`src/include/ictm_pkg.sv`:
```
// Constants, opcodes and carriers for the instruction cycle timing model.
// Assumes one 40 MHz system clock and synchronous request inputs.
package ictm_pkg;
    // =========================================================
    // Opcodes
    typedef enum logic [5:0] {
        OP_FIELD_TEST, OP_FIELD_INVERT, OP_FIELD_CLEAR, OP_FIELD_SET_ONES,
        OP_FIELD_EXTRACT_SIGNED, OP_FIELD_EXTRACT_UNSIGNED, OP_FIELD_INSERT,
        OP_FIELD_FIND_FIRST_ONE,
        OP_BRANCH_TAKEN, OP_BRANCH_NT_B, OP_BRANCH_NT_W, OP_BRANCH_NT_L,
        OP_LOOP_NOT_EXPIRED, OP_LOOP_EXPIRED, OP_LOOP_COND_TRUE,
        OP_SR_LOGIC, OP_SUBR_BRANCH,
        OP_MODULE_CALL_T0, OP_MODULE_CALL_T1_A, OP_MODULE_CALL_T1_B, OP_MODULE_CALL_T1_COPY,
        OP_CAS_OK, OP_CAS_FAIL, OP_DUAL_CAS_OK, OP_DUAL_CAS_FAIL,
        OP_BOUND_CHECK, OP_RANGE_CHECK, OP_INDIRECT_JUMP, OP_SUBROUTINE_JUMP,
        OP_LOAD_EFFECTIVE_ADDRESS, OP_LINK_W, OP_LINK_L, OP_NOP,
        OP_PUSH_EFFECTIVE_ADDRESS, OP_RET_DEALLOC, OP_MODULE_RETURN_T0,
        OP_MODULE_RETURN_T1, OP_RET_RESTORE, OP_RET_SUB, OP_UNLINK
    } ictm_op_t;

    // Which supplementary time the caller must add
    typedef enum logic [2:0] {
        ADD_NONE, ADD_CALC_IMM, ADD_FETCH_IMM, ADD_FETCH_EA, ADD_CALC_EA, ADD_JUMP_EA
    } ictm_add_t;

    typedef enum logic [1:0] {COL_BEST, COL_CACHE, COL_WORST} ictm_col_t;

    typedef struct packed {
        ictm_op_t   op;
        logic       mem_operand;   // Field op on memory
        logic       field_5byte;   // Field spans five bytes
        logic       prefetched;
        logic       cache_hit;
        logic [7:0] xfer_n;        // Stack copy transfer count
    } ictm_req_t;

    typedef struct packed {
        logic [10:0] total;
        logic [8:0]  reads;
        logic [3:0]  prefetches;
        logic [8:0]  writes;
        ictm_add_t   add_time;
        ictm_col_t   column;
    } ictm_rsp_t;

    // Entry: total, reads, prefetches, writes
    typedef struct packed {
        logic [7:0] t;
        logic [3:0] r;
        logic [3:0] p;
        logic [3:0] w;
    } ictm_ent_t;

    localparam logic [7:0] COPY_STEP     = 8'h06;
    localparam logic [8:0] COPY_RD_BASE  = 9'h007;
    localparam logic [8:0] COPY_WR_BASE  = 9'h008;
    localparam logic [3:0] FIELD_OPS     = 4'h8;
endpackage : ictm_pkg

```
`src/core/ictm_core.sv`:
```
// Instruction cycle timing model: looks up clocks and bus cycle triple.
// Assumes requests are synchronous to clk_sys_i; one answer per request.
`timescale 1ns/1ps
`default_nettype none
module ictm_core
    import ictm_pkg::*;
(
    input  wire logic      clk_sys_i,  // 40 MHz clock
    input  wire logic      nrst_i,     // Async reset, active low
    input  wire logic      req_vld_i,  // Request strobe
    input  wire ictm_req_t req_i,      // Request fields
    output var  logic      rsp_vld_o,  // Answer valid, one cycle
    output var  ictm_rsp_t rsp_o       // Registered answer
);
    // =========================================================
    // State
    typedef struct packed {
        logic      vld;
        ictm_rsp_t rsp;
    } ictm_state_t;

    ictm_state_t st;
    ictm_state_t next_st;

    function automatic ictm_ent_t ent(input int t, input int r, input int p, input int w);
        ictm_ent_t e;
        e.t = 8'(t);
        e.r = 4'(r);
        e.p = 4'(p);
        e.w = 4'(w);
        return e;
    endfunction

    // =========================================================
    // Lookup of the three columns
    ictm_ent_t b;
    ictm_ent_t c;
    ictm_ent_t wc;
    ictm_add_t add;
    logic      copy;

    always_comb begin
        b    = ent(0, 0, 0, 0);
        c    = ent(0, 0, 0, 0);
        wc   = ent(0, 0, 0, 0);
        add  = ADD_NONE;
        copy = 1'b0;
        case (req_i.op)
            OP_FIELD_TEST: begin
                if (!req_i.mem_operand) begin
                    b = ent(3, 0, 0, 0); c = ent(6, 0, 0, 0); wc = ent(7, 0, 1, 0);
                end else if (req_i.field_5byte) begin
                    b = ent(15, 2, 0, 0); c = ent(15, 2, 0, 0); wc = ent(16, 2, 1, 0);
                end else begin
                    b = ent(11, 1, 0, 0); c = ent(11, 1, 0, 0); wc = ent(12, 1, 1, 0);
                end
            end
            OP_FIELD_INVERT, OP_FIELD_CLEAR, OP_FIELD_SET_ONES: begin
                if (!req_i.mem_operand) begin
                    b = ent(9, 0, 0, 0); c = ent(12, 0, 0, 0); wc = ent(12, 0, 1, 0);
                end else if (req_i.field_5byte) begin
                    b = ent(24, 2, 0, 2); c = ent(24, 2, 0, 2); wc = ent(24, 2, 1, 2);
                end else begin
                    b = ent(16, 1, 0, 1); c = ent(16, 1, 0, 1); wc = ent(16, 1, 1, 1);
                end
            end
            OP_FIELD_EXTRACT_SIGNED, OP_FIELD_EXTRACT_UNSIGNED: begin
                if (!req_i.mem_operand) begin
                    b = ent(5, 0, 0, 0); c = ent(8, 0, 0, 0); wc = ent(8, 0, 1, 0);
                end else if (req_i.field_5byte) begin
                    b = ent(18, 2, 0, 0); c = ent(18, 2, 0, 0); wc = ent(18, 2, 1, 0);
                end else begin
                    b = ent(13, 1, 0, 0); c = ent(13, 1, 0, 0); wc = ent(13, 1, 1, 0);
                end
            end
            OP_FIELD_INSERT: begin
                if (!req_i.mem_operand) begin
                    b = ent(7, 0, 0, 0); c = ent(10, 0, 0, 0); wc = ent(10, 0, 1, 0);
                end else if (req_i.field_5byte) begin
                    b = ent(20, 2, 0, 2); c = ent(20, 2, 0, 2); wc = ent(21, 2, 1, 2);
                end else begin
                    b = ent(14, 1, 0, 1); c = ent(14, 1, 0, 1); wc = ent(15, 1, 1, 1);
                end
            end
            OP_FIELD_FIND_FIRST_ONE: begin
                if (!req_i.mem_operand) begin
                    b = ent(15, 0, 0, 0); c = ent(18, 0, 0, 0); wc = ent(18, 0, 1, 0);
                end else if (req_i.field_5byte) begin
                    b = ent(32, 2, 0, 0); c = ent(32, 2, 0, 0); wc = ent(32, 2, 1, 0);
                end else begin
                    b = ent(24, 1, 0, 0); c = ent(24, 1, 0, 0); wc = ent(24, 1, 1, 0);
                end
            end
            // Branch entries are complete; add stays none
            OP_BRANCH_TAKEN, OP_BRANCH_NT_L: begin
                b = ent(3, 0, 0, 0); c = ent(6, 0, 0, 0); wc = ent(9, 0, 2, 0);
                if (req_i.op == OP_BRANCH_NT_L) begin
                    c = ent(6, 0, 0, 0);
                end
            end
            OP_BRANCH_NT_B: begin
                b = ent(1, 0, 0, 0); c = ent(4, 0, 0, 0); wc = ent(5, 0, 1, 0);
            end
            OP_BRANCH_NT_W, OP_LOOP_COND_TRUE: begin
                b = ent(3, 0, 0, 0); c = ent(6, 0, 0, 0); wc = ent(7, 0, 1, 0);
            end
            OP_LOOP_NOT_EXPIRED: begin
                b = ent(3, 0, 0, 0); c = ent(6, 0, 0, 0); wc = ent(9, 0, 2, 0);
            end
            OP_LOOP_EXPIRED: begin
                b = ent(7, 0, 0, 0); c = ent(10, 0, 0, 0); wc = ent(10, 0, 3, 0);
            end
            OP_SR_LOGIC: begin
                b = ent(9, 0, 0, 0); c = ent(12, 0, 0, 0); wc = ent(15, 0, 2, 0);
            end
            OP_SUBR_BRANCH: begin
                b = ent(5, 0, 0, 1); c = ent(7, 0, 0, 1); wc = ent(13, 0, 2, 1);
            end
            OP_MODULE_CALL_T0: begin
                b = ent(28, 2, 0, 6); c = ent(30, 2, 0, 6); wc = ent(36, 2, 2, 6);
                add = ADD_FETCH_IMM;
            end
            OP_MODULE_CALL_T1_A: begin
                b = ent(48, 5, 0, 8); c = ent(50, 5, 0, 8); wc = ent(56, 5, 2, 8);
                add = ADD_FETCH_IMM;
            end
            OP_MODULE_CALL_T1_B: begin
                b = ent(55, 6, 0, 8); c = ent(57, 6, 0, 8); wc = ent(64, 6, 2, 8);
                add = ADD_FETCH_IMM;
            end
            OP_MODULE_CALL_T1_COPY: begin
                // Base parts only; n-scaled parts added below
                b = ent(63, 0, 0, 0); c = ent(65, 0, 0, 0); wc = ent(71, 0, 2, 0);
                copy = 1'b1;
                add  = ADD_FETCH_IMM;
            end
            OP_CAS_OK: begin
                b = ent(15, 1, 0, 1); c = ent(15, 1, 0, 1); wc = ent(16, 1, 1, 1);
                add = ADD_CALC_IMM;
            end
            OP_CAS_FAIL: begin
                b = ent(12, 1, 0, 0); c = ent(12, 1, 0, 0); wc = ent(13, 1, 1, 0);
                add = ADD_CALC_IMM;
            end
            OP_DUAL_CAS_OK: begin
                b = ent(23, 2, 0, 2); c = ent(25, 2, 0, 2); wc = ent(28, 2, 2, 2);
            end
            OP_DUAL_CAS_FAIL: begin
                b = ent(19, 2, 0, 0); c = ent(22, 2, 0, 0); wc = ent(25, 2, 2, 0);
            end
            OP_BOUND_CHECK: begin
                b = ent(8, 0, 0, 0); c = ent(8, 0, 0, 0); wc = ent(8, 0, 1, 0);
                add = ADD_FETCH_EA;
            end
            OP_RANGE_CHECK: begin
                b = ent(16, 2, 0, 0); c = ent(18, 2, 0, 0); wc = ent(18, 2, 1, 0);
                add = ADD_FETCH_IMM;
            end
            OP_INDIRECT_JUMP: begin
                b = ent(1, 0, 0, 0); c = ent(4, 0, 0, 0); wc = ent(7, 0, 2, 0);
                add = ADD_JUMP_EA;
            end
            OP_SUBROUTINE_JUMP: begin
                b = ent(3, 0, 0, 1); c = ent(5, 0, 0, 1); wc = ent(11, 0, 2, 1);
                add = ADD_JUMP_EA;
            end
            OP_LOAD_EFFECTIVE_ADDRESS, OP_NOP: begin
                b = ent(2, 0, 0, 0); c = ent(2, 0, 0, 0); wc = ent(3, 0, 1, 0);
                if (req_i.op == OP_LOAD_EFFECTIVE_ADDRESS) begin
                    add = ADD_CALC_EA;
                end
            end
            OP_LINK_W: begin
                b = ent(3, 0, 0, 1); c = ent(5, 0, 0, 1); wc = ent(7, 0, 1, 1);
            end
            OP_LINK_L: begin
                b = ent(4, 0, 0, 1); c = ent(6, 0, 0, 1); wc = ent(10, 0, 2, 1);
            end
            OP_PUSH_EFFECTIVE_ADDRESS: begin
                b = ent(3, 0, 0, 1); c = ent(5, 0, 0, 1); wc = ent(6, 0, 1, 1);
                add = ADD_CALC_EA;
            end
            OP_RET_DEALLOC, OP_RET_SUB: begin
                b = ent(9, 1, 0, 0); c = ent(10, 1, 0, 0); wc = ent(12, 1, 2, 0);
            end
            OP_MODULE_RETURN_T0: begin
                b = ent(18, 4, 0, 0); c = ent(19, 4, 0, 0); wc = ent(22, 4, 2, 0);
            end
            OP_MODULE_RETURN_T1: begin
                b = ent(31, 6, 0, 1); c = ent(32, 6, 0, 1); wc = ent(35, 6, 2, 1);
            end
            OP_RET_RESTORE: begin
                b = ent(13, 2, 0, 0); c = ent(14, 2, 0, 0); wc = ent(15, 2, 2, 0);
            end
            OP_UNLINK: begin
                b = ent(5, 1, 0, 0); c = ent(6, 1, 0, 0); wc = ent(7, 1, 1, 0);
            end
            default: begin
                b = ent(0, 0, 0, 0);
            end
        endcase
        // Memory field ops need the immediate address calculation
        if ((6'(req_i.op) < 6'(FIELD_OPS)) && req_i.mem_operand) begin
            add = ADD_CALC_IMM;
        end
    end

    // =========================================================
    // Column select and next state
    ictm_ent_t   sel;
    ictm_col_t   col;
    logic [10:0] n_clk;

    always_comb begin
        // Prefetched words give best, cache hit the cache column
        if (req_i.prefetched) begin
            col = COL_BEST;
            sel = b;
        end else if (req_i.cache_hit) begin
            col = COL_CACHE;
            sel = c;
        end else begin
            col = COL_WORST;
            sel = wc;
        end
        n_clk = 11'(req_i.xfer_n) * 11'(COPY_STEP);
        next_st     = st;
        next_st.vld = req_vld_i;
        if (req_vld_i) begin
            // Totals already include all bus cycles of the triple
            next_st.rsp.total      = 11'(sel.t);
            next_st.rsp.reads      = 9'(sel.r);
            next_st.rsp.prefetches = sel.p;
            next_st.rsp.writes     = 9'(sel.w);
            next_st.rsp.add_time   = add;
            next_st.rsp.column     = col;
            if (copy) begin
                next_st.rsp.total  = 11'(sel.t) + n_clk;
                next_st.rsp.reads  = COPY_RD_BASE + 9'(req_i.xfer_n);
                next_st.rsp.writes = COPY_WR_BASE + 9'(req_i.xfer_n);
            end
        end
    end

    always_ff @(posedge clk_sys_i or negedge nrst_i) begin
        if (!nrst_i) begin
            st <= '0;
        end else begin
            st <= next_st;
        end
    end

    assign rsp_vld_o = st.vld;
    assign rsp_o     = st.rsp;
endmodule // ictm_core
`default_nettype wire

```
`config.mk`:
```
export PLATFORM = sky130hd
export DESIGN_NAME = ictm_core
export DESIGN_NICKNAME = d
export VERILOG_FILES = /design/src/include/ictm_pkg.sv /design/src/core/ictm_core.sv
export SDC_FILE = /design/constraint.sdc
export NUM_CORES = 1
export LEC_CHECK = 0
export BUFFER_PORTS_ARGS = -buffer_cell sky130_fd_sc_hd__buf_2
export CAP_MARGIN = 10
export CELL_PAD_IN_SITES_DETAIL_PLACEMENT = 1
export CELL_PAD_IN_SITES_GLOBAL_PLACEMENT = 1
export CORE_MARGIN = 3
export CORE_UTILIZATION = 32
export DETAILED_ROUTE_END_ITERATION = 12
export MAX_ROUTING_LAYER = met4
export PLACE_DENSITY_LB_ADDON = 0.3
export SLEW_MARGIN = 25
export SYNTH_ARGS = -nofsm -noshare
export SYNTH_HDL_FRONTEND = slang
export SYNTH_SLANG_ARGS = --single-unit
```
`constraint.sdc`:
```
create_clock -name clk_sys_i -period 0.86 [get_ports clk_sys_i]
set_input_delay 0.086 -clock clk_sys_i [delete_from_list [all_inputs] [get_ports clk_sys_i]]
set_output_delay 0.086 -clock clk_sys_i [all_outputs]
set_load 0.005 [all_outputs]
```
======== Word-level counts from Yosys, hierarchy flattened ========
Index checks and enable logic that the tools add are counted.
Widths: inputs -> output; s select.
word-level totals
  logic and storage cells ................. 103
  output and inout port bits .............. 39
  memories ................................ 0
  register bits after elaboration ......... 39
  input bits .............................. 21
  ROM bits ................................ 0
  bits in latches ......................... 0
  bits in writable memories ............... 0
cells by class
  order comparisons ....................... 1
  bitwise gates (word level) .............. 0
  multiplexer cells ....................... 38
  equality and inequality tests ........... 39
  add/subtract/negate cells ............... 3
  shift operators ......................... 0
  div/mod/pow operators ................... 0
  reductions and logical operators ........ 14
  multiply operators ...................... 1
operators by type and width
  kind                  number
  $pmux 19 s32          1
  $pmux 20 s28          1
  $pmux 19 s28          1
  $mux 17               15
  $eq 6x5->1 const B    16
  $mux 18               5
  $mux 16               4
  $mux 20               3
  $eq 6x4->1 const B    8
  $eq 6x6->1 const B    8
  $eq 6x3->1 const B    4
  $pmux 3 s6            1
  $mux 15               1
  $reduce_or 2->1       7
  $eq 6x2->1 const B    2
  $add 8x11->11         1
  $mul 8x2->10 const B  1
  $reduce_or 5->1       2
  $add 3x8->9 const A   1
  $add 4x8->9 const A   1
  $mux 9                1
  $reduce_or 3->1       3
  $eq 6x1->1 const B    1
  $logic_not 6->1       1
  other kinds (5)       7

======== Logic depth before layout (Yosys ltp) ========
Gate-level depths: netlist of the first run.
  word-level depth ........................ 7
  depth in mapped cells ................... 17
  mapped depth without buffers ............ 14

======== Worst setup path before layout of the first run ========
OpenSTA, ideal clock, no wires.
  path kind ............................... input-to-reg
  start point ............................. input req_i[13] (netlist name)
  end point ............................... register st (netlist bit rsp_o[36])
  data required time ...................... 740 ps
  arrival time ............................ 3003 ps
  stages on the path ...................... 17
  slack ................................... -2263 ps
  path buffers ............................ 3
  path through ............................ buf_2 -> buf_4 -> buf_4 -> o21ai_0 -> a32oi_1 -> o221ai_1 -> a2111oi_0 -> o21ai_1 -> or2_1 -> fa_1 -> a21o_1 -> a21oi_1 -> o21ai_0 -> nand3_1 -> a21oi_1 -> xnor2_1 -> a31o_2
on the way
  longest elaborated chain between the ends .. 7
  elaborated cells on any way between the ends .. 57
  classes of those cells .................. 1 x add/sub; 39 x eq/ne; 7 x mux; 10 x reduce/logical
RTL lines
  item                                                     RTL line          RTL
  start: declaration                                       ictm_core.sv:11   input wire ictm_req_t req_i,
  $eq 6x4->1, or another cell as far along                 ictm_core.sv:48   case (req_i.op)
  $reduce_or 5->1 (no line), or another cell as far along  n/a
  $pmux 19 s28 or $pmux 19 s32 (tied branches)             ictm_core.sv:48
  $mux 20                                                  ictm_core.sv:219  end else if (req_i.cache_hit) begin
  $mux 20                                                  ictm_core.sv:216  if (req_i.prefetched) begin
  $add 8x11->11                                            ictm_core.sv:238  next_st.rsp.total = 11'(sel.t) + n_clk;
  $mux 20 (*)                                              ictm_core.sv:237  if (copy) begin
  end signal: assignment                                   ictm_core.sv:249  st <= next_st;
  end: declaration                                         ictm_core.sv:22   ictm_state_t st;
Mark *: on every way between the ends. The rest lies on a longest branch, timed or not.
A chain may end at the register's enable or synchronous reset.

======== Final worst setup path of the first run ========
  start point ............................. input req_i[11] (netlist name)
  end point ............................... register st (netlist bit rsp_o[32])
on the way
  longest elaborated chain between the ends .. 6
  elaborated cells on any way between the ends .. 22
  classes of those cells .................. 1 x add/sub; 21 x mux
RTL lines
  item                                          RTL line          RTL
  $mux 18, or another cell as far along         ictm_core.sv:86   if (!req_i.mem_operand) begin
  $pmux 19 s32 or $pmux 19 s28 (tied branches)  ictm_core.sv:48
  $mux 20                                       ictm_core.sv:219
  $mux 20 (*)                                   ictm_core.sv:216
  $add 8x11->11                                 ictm_core.sv:238
  $mux 20 (*)                                   ictm_core.sv:237
Marks and branches as above.

==> results.md, run 1 <==
* Status: finished, violations left
* Failing checks: setup timing
* Die Ht at between 100 and 150 microns
* Final core utilization at between 60% and 70%
* Final Hold Vio Count at 0
* Distinct cells, synth at 78
* Vias in the first global route at 6703
* Routed WL per cell at between 30 and 40 microns
* NumNets Final at approximately 900
* Arrival time at the worst endpoint at between 3 and 4 ns
* Hold crit path type: input port to register
* Synth warn at 0
* Clk root buf: clkbuf_16
* Largest net degree at the start of global routing at 38
* Period utilisation layout at 370.7%
* Diodes inserted at 0
* Worst-path clk slew at roughly 0.07 ns
* Die X at 119.7 microns
* Boundary Pins at 60
* Crit-path slowest cell: fa_2
* First-pass GRT wire length at around 41 mm
* Share of cells above drive strength 1 at about 56%
* Antenna-violating nets left at 0
* Worst setup SP type: input port
* Relative slew slack at between 50% and 60%
* Clock period minus worst slack at about 3.2 ns
* Dominant delay contributor by cell family on the critical path: compound AO/OA/AOI/OAI gates
* CP endpoint kind: register
* Ys flop type: dfrtp_1
* Min-delay src: req_vld_i
* Die Area at ~14000 sq um
* Pwr Density at ~1100 nW/um^2
* Reg2reg setup slack at -0.14 ns
* Top cells by count, synth: o21ai_0, a21oi_1, nand2_1
* Cell Area, Synth at about 4100 sq um
* Ys async rst share at 100.0%
* Synth area leaders: dfrtp_1, ha_1, o21ai_0
* CP Cell Sequence: buf_2 > buf_4 > nand2_1 > o21ai_1 > a21oi_1 > o21ai_1 > a41oi_4 > or2_4 > fa_2 > a21o_1 > a21oi_2 > buf_4 > xnor2_2 > o21ai_1 > a21oi_1 > nor2_1
* Fin. max-slew vios at 0
* Total power at approximately 9000 uW
* Crit path buf inv count at 3
* Final setup viols at a little over 70
* Max-capacitance violation count at 0
* Number of port buffers at 57
* Synth Register Bits at 37
* Vias at roughly 6800
* Worst EP required at around 1.0 ns
* Cell Rows at 40
* DRC viols at 0
* Area leader, netlist: dfrtp_1
* Initial core utilization at about 34%
* Syn Inst Count at between 500 and 600
* DRT Wirelength at around 32 mm
* Worst vdd ir at about 1500 uV
* Syn_area_per_cell at 7.489 sq um
* Slowest stage delay, CP at 0.43 ns
* H-Tree Depth at 2
* CTS buffer count at 5
* Static Leak at between 0.003 and 0.004 uW
* Setup CP Type: input port to register
* EDFF count, synth at 0
* Crit Path Max Fanout at 8
* Core area at 12310 sq um
* Clock Tree Buf Depth at 2
* Vias per cell at 6.675
* Part of the Yosys area used for sequential elements at between 20 and 25%
* Unrepaired setup endpoints after global routing: yes
* Hpwl dp at about 17 mm
* Area growth from synthesis to layout at 92.58%
* Post-synth top area share at about 22%
* CTS tree: built
* Worst-skew pair later-pin latency at approximately 0.30 ns
* RD Place Congestion at between 1 and 1.5
* Router iterations before antenna repair at 6
* Crit path launch: req_i[11]
* Most common cell in the netlist: o21ai_0
* Post-layout worst setup margin at -2.328 ns
* Initial antenna violation count at 0
* Clock skew at 0 ns
* Total GRT Usage at 38.02%
* Number of fill cells at approximately 1400
* Slew @ Worst Pin at 0.6104 ns
* Iter 0 DRT Violations at ~940
* R2R Path Start: rsp_o[7]
* FMAX at approximately 0.31 GHz
* CTS sink cnt at 37
* Crit path top cell by count: o21ai_1
* Grt total ovfl at 0
## worst register-to-register path, stage by stage, from the launching register on
cell and delay (ns):
dfrtp_1 0.42, buf_4 0.15, nor2_1 0.19, a31oi_2 0.09
## metrics by stage
step / instance area (sq um) / TNS (ns) / setup WS [ns] / std cells / hold WS, ns
after global placement: 6143 / -44.37 / -2.534 / 939 / 0.06271
final: 7961 / -34.51 / -2.328 / 1023 / 0.2684
after floorplan: 4423 / -24.92 / -1.990 / 553 / -0.2096
after global routing: 7961 / -36.24 / -2.377 / 1023 / 0.2904
after CTS: 7466 / -28.41 / -1.943 / 999 / 0.2456
after detailed placement: 6143 / -45.31 / -2.602 / 939 / 0.07232
## routing by layer
metal | wire, microns | up-vias | GRT usage (%)
met4 | 2503 | 0 | 15.96
li1 | - | 2623 | -
met1 | 11660 | 3343 | 46.01
met3 | 3266 | 232 | 8.671
met5 | 0 | - | -
met2 | 14660 | 631 | 61.19
## layout make-up
cell class,instances,area (sq um),area share [%]
Multi-Input combinational cell,437,3545,44.52
Timing Repair Buffer,340,2960,37.18
Sequential cell,37,925.9,11.63
Tap cell,168,210.2,2.640
Inverter,33,126.4,1.587
Clock buffer,5,125.1,1.572
Clock inverter,3,68.82,0.8644
## registers in the layout, summed over array words and instances, names as in the netlist
signal and cells:
rsp_o 36, rsp_vld_o 1
## report_power, final
group          switching [uW]  internal (uW)  total [uW]
logic                    2400           2060        4450
clock network             955           1680        2630
registers                68.2           1840        1900
total                    3420           5570        8990
## cells in the final DEF (no fill, tap or decap), types with 4 or more instances in the layout
master     netlist  final
buf_4            9    222
buf_2           22     51
dfrtp_1         37     37
nor2_1          40     32
a21oi_1         44     32
nand2_1         42     32
buf_6            2     32
inv_1           32     31
buf_12           0     19
o21ai_0         45     18
nand3_1         27     17
o21ai_1          4     17
ha_1            19     15
o21ai_2          0     13
o22ai_1         20     11
a21oi_2          0     11
xnor2_1         12     10
buf_8            0     10
nand2b_1        12      8
nor2b_1         16      8
nand3_2          0      8
nor2_2           1      8
o22ai_2          0      8
nand2_2          1      7
xor2_1           8      7
clkbuf_16        0      7
a32oi_1          7      6
nor3_1           9      6
a211o_1          6      6
a31oi_1          7      6
o211ai_1         6      6
a21o_1           6      6
nor2b_2          0      5
a22oi_1          7      5
nand2b_4         0      4
a211oi_2         0      4
## cells by family (layout without fill, tap and decap cells)
| kind of cell | count (synthesis) | in the layout | synth area share (%) |
|---|---|---|---|
| AOI/OAI and AO/OA | 208 | 208 | 33.29 |
| and+or+nand+nor | 179 | 179 | 22.34 |
| buffers and inverters | 79 | 381 | 9.019 |
| DFF | 37 | 37 | 22.40 |
| adders and majority gates | 21 | 21 | 6.719 |
| xor gates and xnor gates | 21 | 21 | 4.631 |
| muxes | 6 | 6 | 1.513 |
| other | 1 | 2 | 0.09071 |
## final timing paths
| check | endpoint | depth (start not counted) |
|---|---|---|
| setup / recovery | rsp_o[32] | 16 |
| max in group asynchronous | rsp_o[29] | 3 |
| min in group asynchronous | rsp_o[27] | 3 |
| hold / removal | rsp_o[9] | 3 |
| hold reg to reg | rsp_o[8] | 1 |
| setup reg to reg | rsp_o[7] | 3 |
## timing repair
item | 4_1_cts | 5_1_grt
resized for setup | 153 | 66
endpoints found under the setup margin | 70 | 71
hold buffers | 1 | 0
cloned | 2 | 2
hold endpoints to repair | 37 | 0
buffers inserted | 51 | 26
pin swaps | 51 | 42
(Power assumes the default switching activity.)
==> run 2: changes to the inputs <==
--- a/config.mk
+++ b/config.mk
@@ -11,6 +11,7 @@
 export CELL_PAD_IN_SITES_GLOBAL_PLACEMENT = 1
 export CORE_MARGIN = 3
 export CORE_UTILIZATION = 32
+export CTS_BUF_LIST = sky130_fd_sc_hd__clkbuf_2 sky130_fd_sc_hd__clkbuf_4 sky130_fd_sc_hd__clkbuf_8
 export DETAILED_ROUTE_END_ITERATION = 12
 export MAX_ROUTING_LAYER = met4
 export PLACE_DENSITY_LB_ADDON = 0.3
==> run 2 against run 1 <==
Against the previous run:
- the flow still finishes with violations (setup timing)
- global-route usage fell by 0.13 points
- utilization rose by 1.8 points
- register-to-register slack improved by 0.08 ns
- wire length rose by 0.94%
- power fell by 5.4%
- clock power fell by 23%
- sequential cell count did not move
- non-clock buffer count rose by 13
- count of clock-buffer cells in the layout did not move
- critical path depth rose by 2
==> results.md, run 2 (synthesis gave the netlist of run 1 again) <==
* Iter 0 DRT Violations at 892
* Status: finished, violations left
* Post-layout worst setup margin at -2.185 ns
* Placed inst area at slightly above 6000 sq um
* Relative slew slack at 52.18%
* Die Area at roughly 14000 sq um
* Antenna-violating nets left at 0
* FF+latch area at 925.9 sq um
* Share of cells above drive strength 1 at roughly three fifths
* Clock Tree Buf Depth at 2
* DRC viols at 0
* Grt total ovfl at 0
* Failing checks: setup timing
* Hpwl dp at ~17 mm
* Final Hold Vio Count at 0
* Cell Rows at 40
* Setup CP Type: input port to register
* Initial antenna violation count at 1
* NumNets Final at around 900
* CTS buffer count at 5
* Boundary Pins at 60
* Most frequent cells in the layout: buf_4, buf_2, buf_6
* Crit Path Max Fanout at 4
* Die Ht at between 100 and 150 microns
* Unrepaired setup endpoints after global routing: yes
* Area occupied by multi-input gates at 3650 sq um
* First-pass GRT wire length at approximately 41 mm
* Die X at roughly 120 microns
* Vias at 6866
* Clock period minus worst slack at 3.045 ns
* Total GRT Usage at about 38%
* Commonest non-fill, non-tap cell in the layout: buf_4
* Dpl ws at -2.602 ns
* Largest net degree at the start of global routing at 38
* Clock skew at 0 ns
* DRT Wirelength at between 30 and 40 mm
* Worst-path clk slew at about 0.1 ns
* Vias in the first global route at between 6000 and 7000
* Period utilisation layout at 354.0%
* Crit path launch: req_i[10]
* Area growth from synthesis to layout at 98.03%
* Router iterations before antenna repair at 5
* CP endpoint kind: register
* CTS sink cnt at 37
* Routed WL per cell at around 31 microns
* FMAX at 0.3284 GHz
* Slew @ Worst Pin at between 0.6 and 0.7 ns
* Design area at between 8000 and 9000 sq um
* Number of fill cells at between 1000 and 1500
* Worst-skew pair later-pin latency at roughly 0.32 ns
* Max-capacitance violation count at 0
* H-Tree Depth at 2
* Min-delay src: req_i[3]
* Arrival time at the worst endpoint at 3.27 ns
* R2R Path Start: rsp_o[24]
* Pwr Density at between 1000 and 1500 nW/um^2
* Vias per cell at 6.621
* Clk root buf: clkbuf_8
* Initial core utilization at between 30% and 40%
* Worst vdd ir at around 1300 uV
* Number of port buffers at 57
* CTS tree: built
* Fin. max-slew vios at 0
* RD Place Congestion at between 1 and 1.5
* Core area at roughly 12000 sq um
* Max reg flops at 36
* Hold crit path type: input port to register
* Worst setup SP type: input port
* Worst EP required at roughly 1.1 ns
* Final setup viols at 71
* Static Leak at around 0.0037 uW
==> run 2: final cells by class <==
| class | instances | area share [%] |
|---|---|---|
| well taps | 168 | 2.568 |
| clock inverters | 3 | 0.8406 |
| repair buffers | 353 | 38.22 |
| inverters | 33 | 1.605 |
| multi-input cells | 437 | 44.58 |
| clock buffers | 5 | 0.8406 |
| diodes | 1 | 0.03057 |
| flip-flops and latches | 37 | 11.31 |
==> run 2: stage by stage <==
step / utilization, % / hold WS [ns] / total power (uW) / setup TNS [ns] / instances
floorplan: - / -0.2096 / 3471 / -24.92 / 553
global placement: 49.90 / 0.06271 / 4864 / -44.37 / 939
detailed placement: 49.90 / 0.07232 / 4946 / -45.31 / 939
CTS: 60.53 / 0.2153 / 7494 / -28.37 / 1002
global route: 66.49 / 0.2210 / 8720 / -35.10 / 1037
finish: 66.49 / 0.2197 / 8504 / -33.74 / 1037
==> run 2: worst paths after layout <==
path / slack [ns] / depth (start not counted) / end
min in group asynchronous: 0.33 / 3 / rsp_o[27]
max in group asynchronous: 0.32 / 3 / rsp_o[15]
worst max register to register: -0.06 / 4 / rsp_o[24]
worst max-delay path: -2.18 / 18 / rsp_o[36]
worst min register to register: 0.52 / 2 / rsp_o[14]
worst min-delay path: 0.22 / 4 / rsp_o[13]
==> run 2: critical path: stages <==
cell     delay [ns]
buf_4          0.12
buf_12         0.12
buf_4          0.12
nand2_1        0.11
o21ai_0        0.25
a21oi_1        0.15
o21ai_0        0.26
a41oi_2        0.22
or2_4          0.30
buf_6          0.12
fa_2           0.36
a21o_1         0.22
a21oi_4        0.19
o21ai_2        0.10
nand3_2        0.10
a21oi_2        0.05
xnor2_1        0.13
a31o_2         0.26
==> run 2: timing repair <==
item                                   CTS  global route
setup endpoints to repair               71            71
pin swaps                               55            49
gates cloned                             5             1
gates resized for setup                153            96
endpoints found under the hold margin   37             0
setup buffers                           52            37
hold buffers                             1             0
==> run 2: metal layers <==
metal  up-vias  part of all wire, %  global-route usage, %
li1       2648                    -                      -
met1      3338                   35                  45.39
met2       610                   45                  60.42
met3       270                   11                  10.41
met4         0                  8.2                  15.46
met5         -                    0                      -
==> run 2: where the power goes <==
group | leakage (uW) | internal, uW | switching [uW]
clock network | 0.0000688 | 1170 | 846
registers | 0.000486 | 1830 | 65.6
logic | 0.00319 | 2150 | 2440
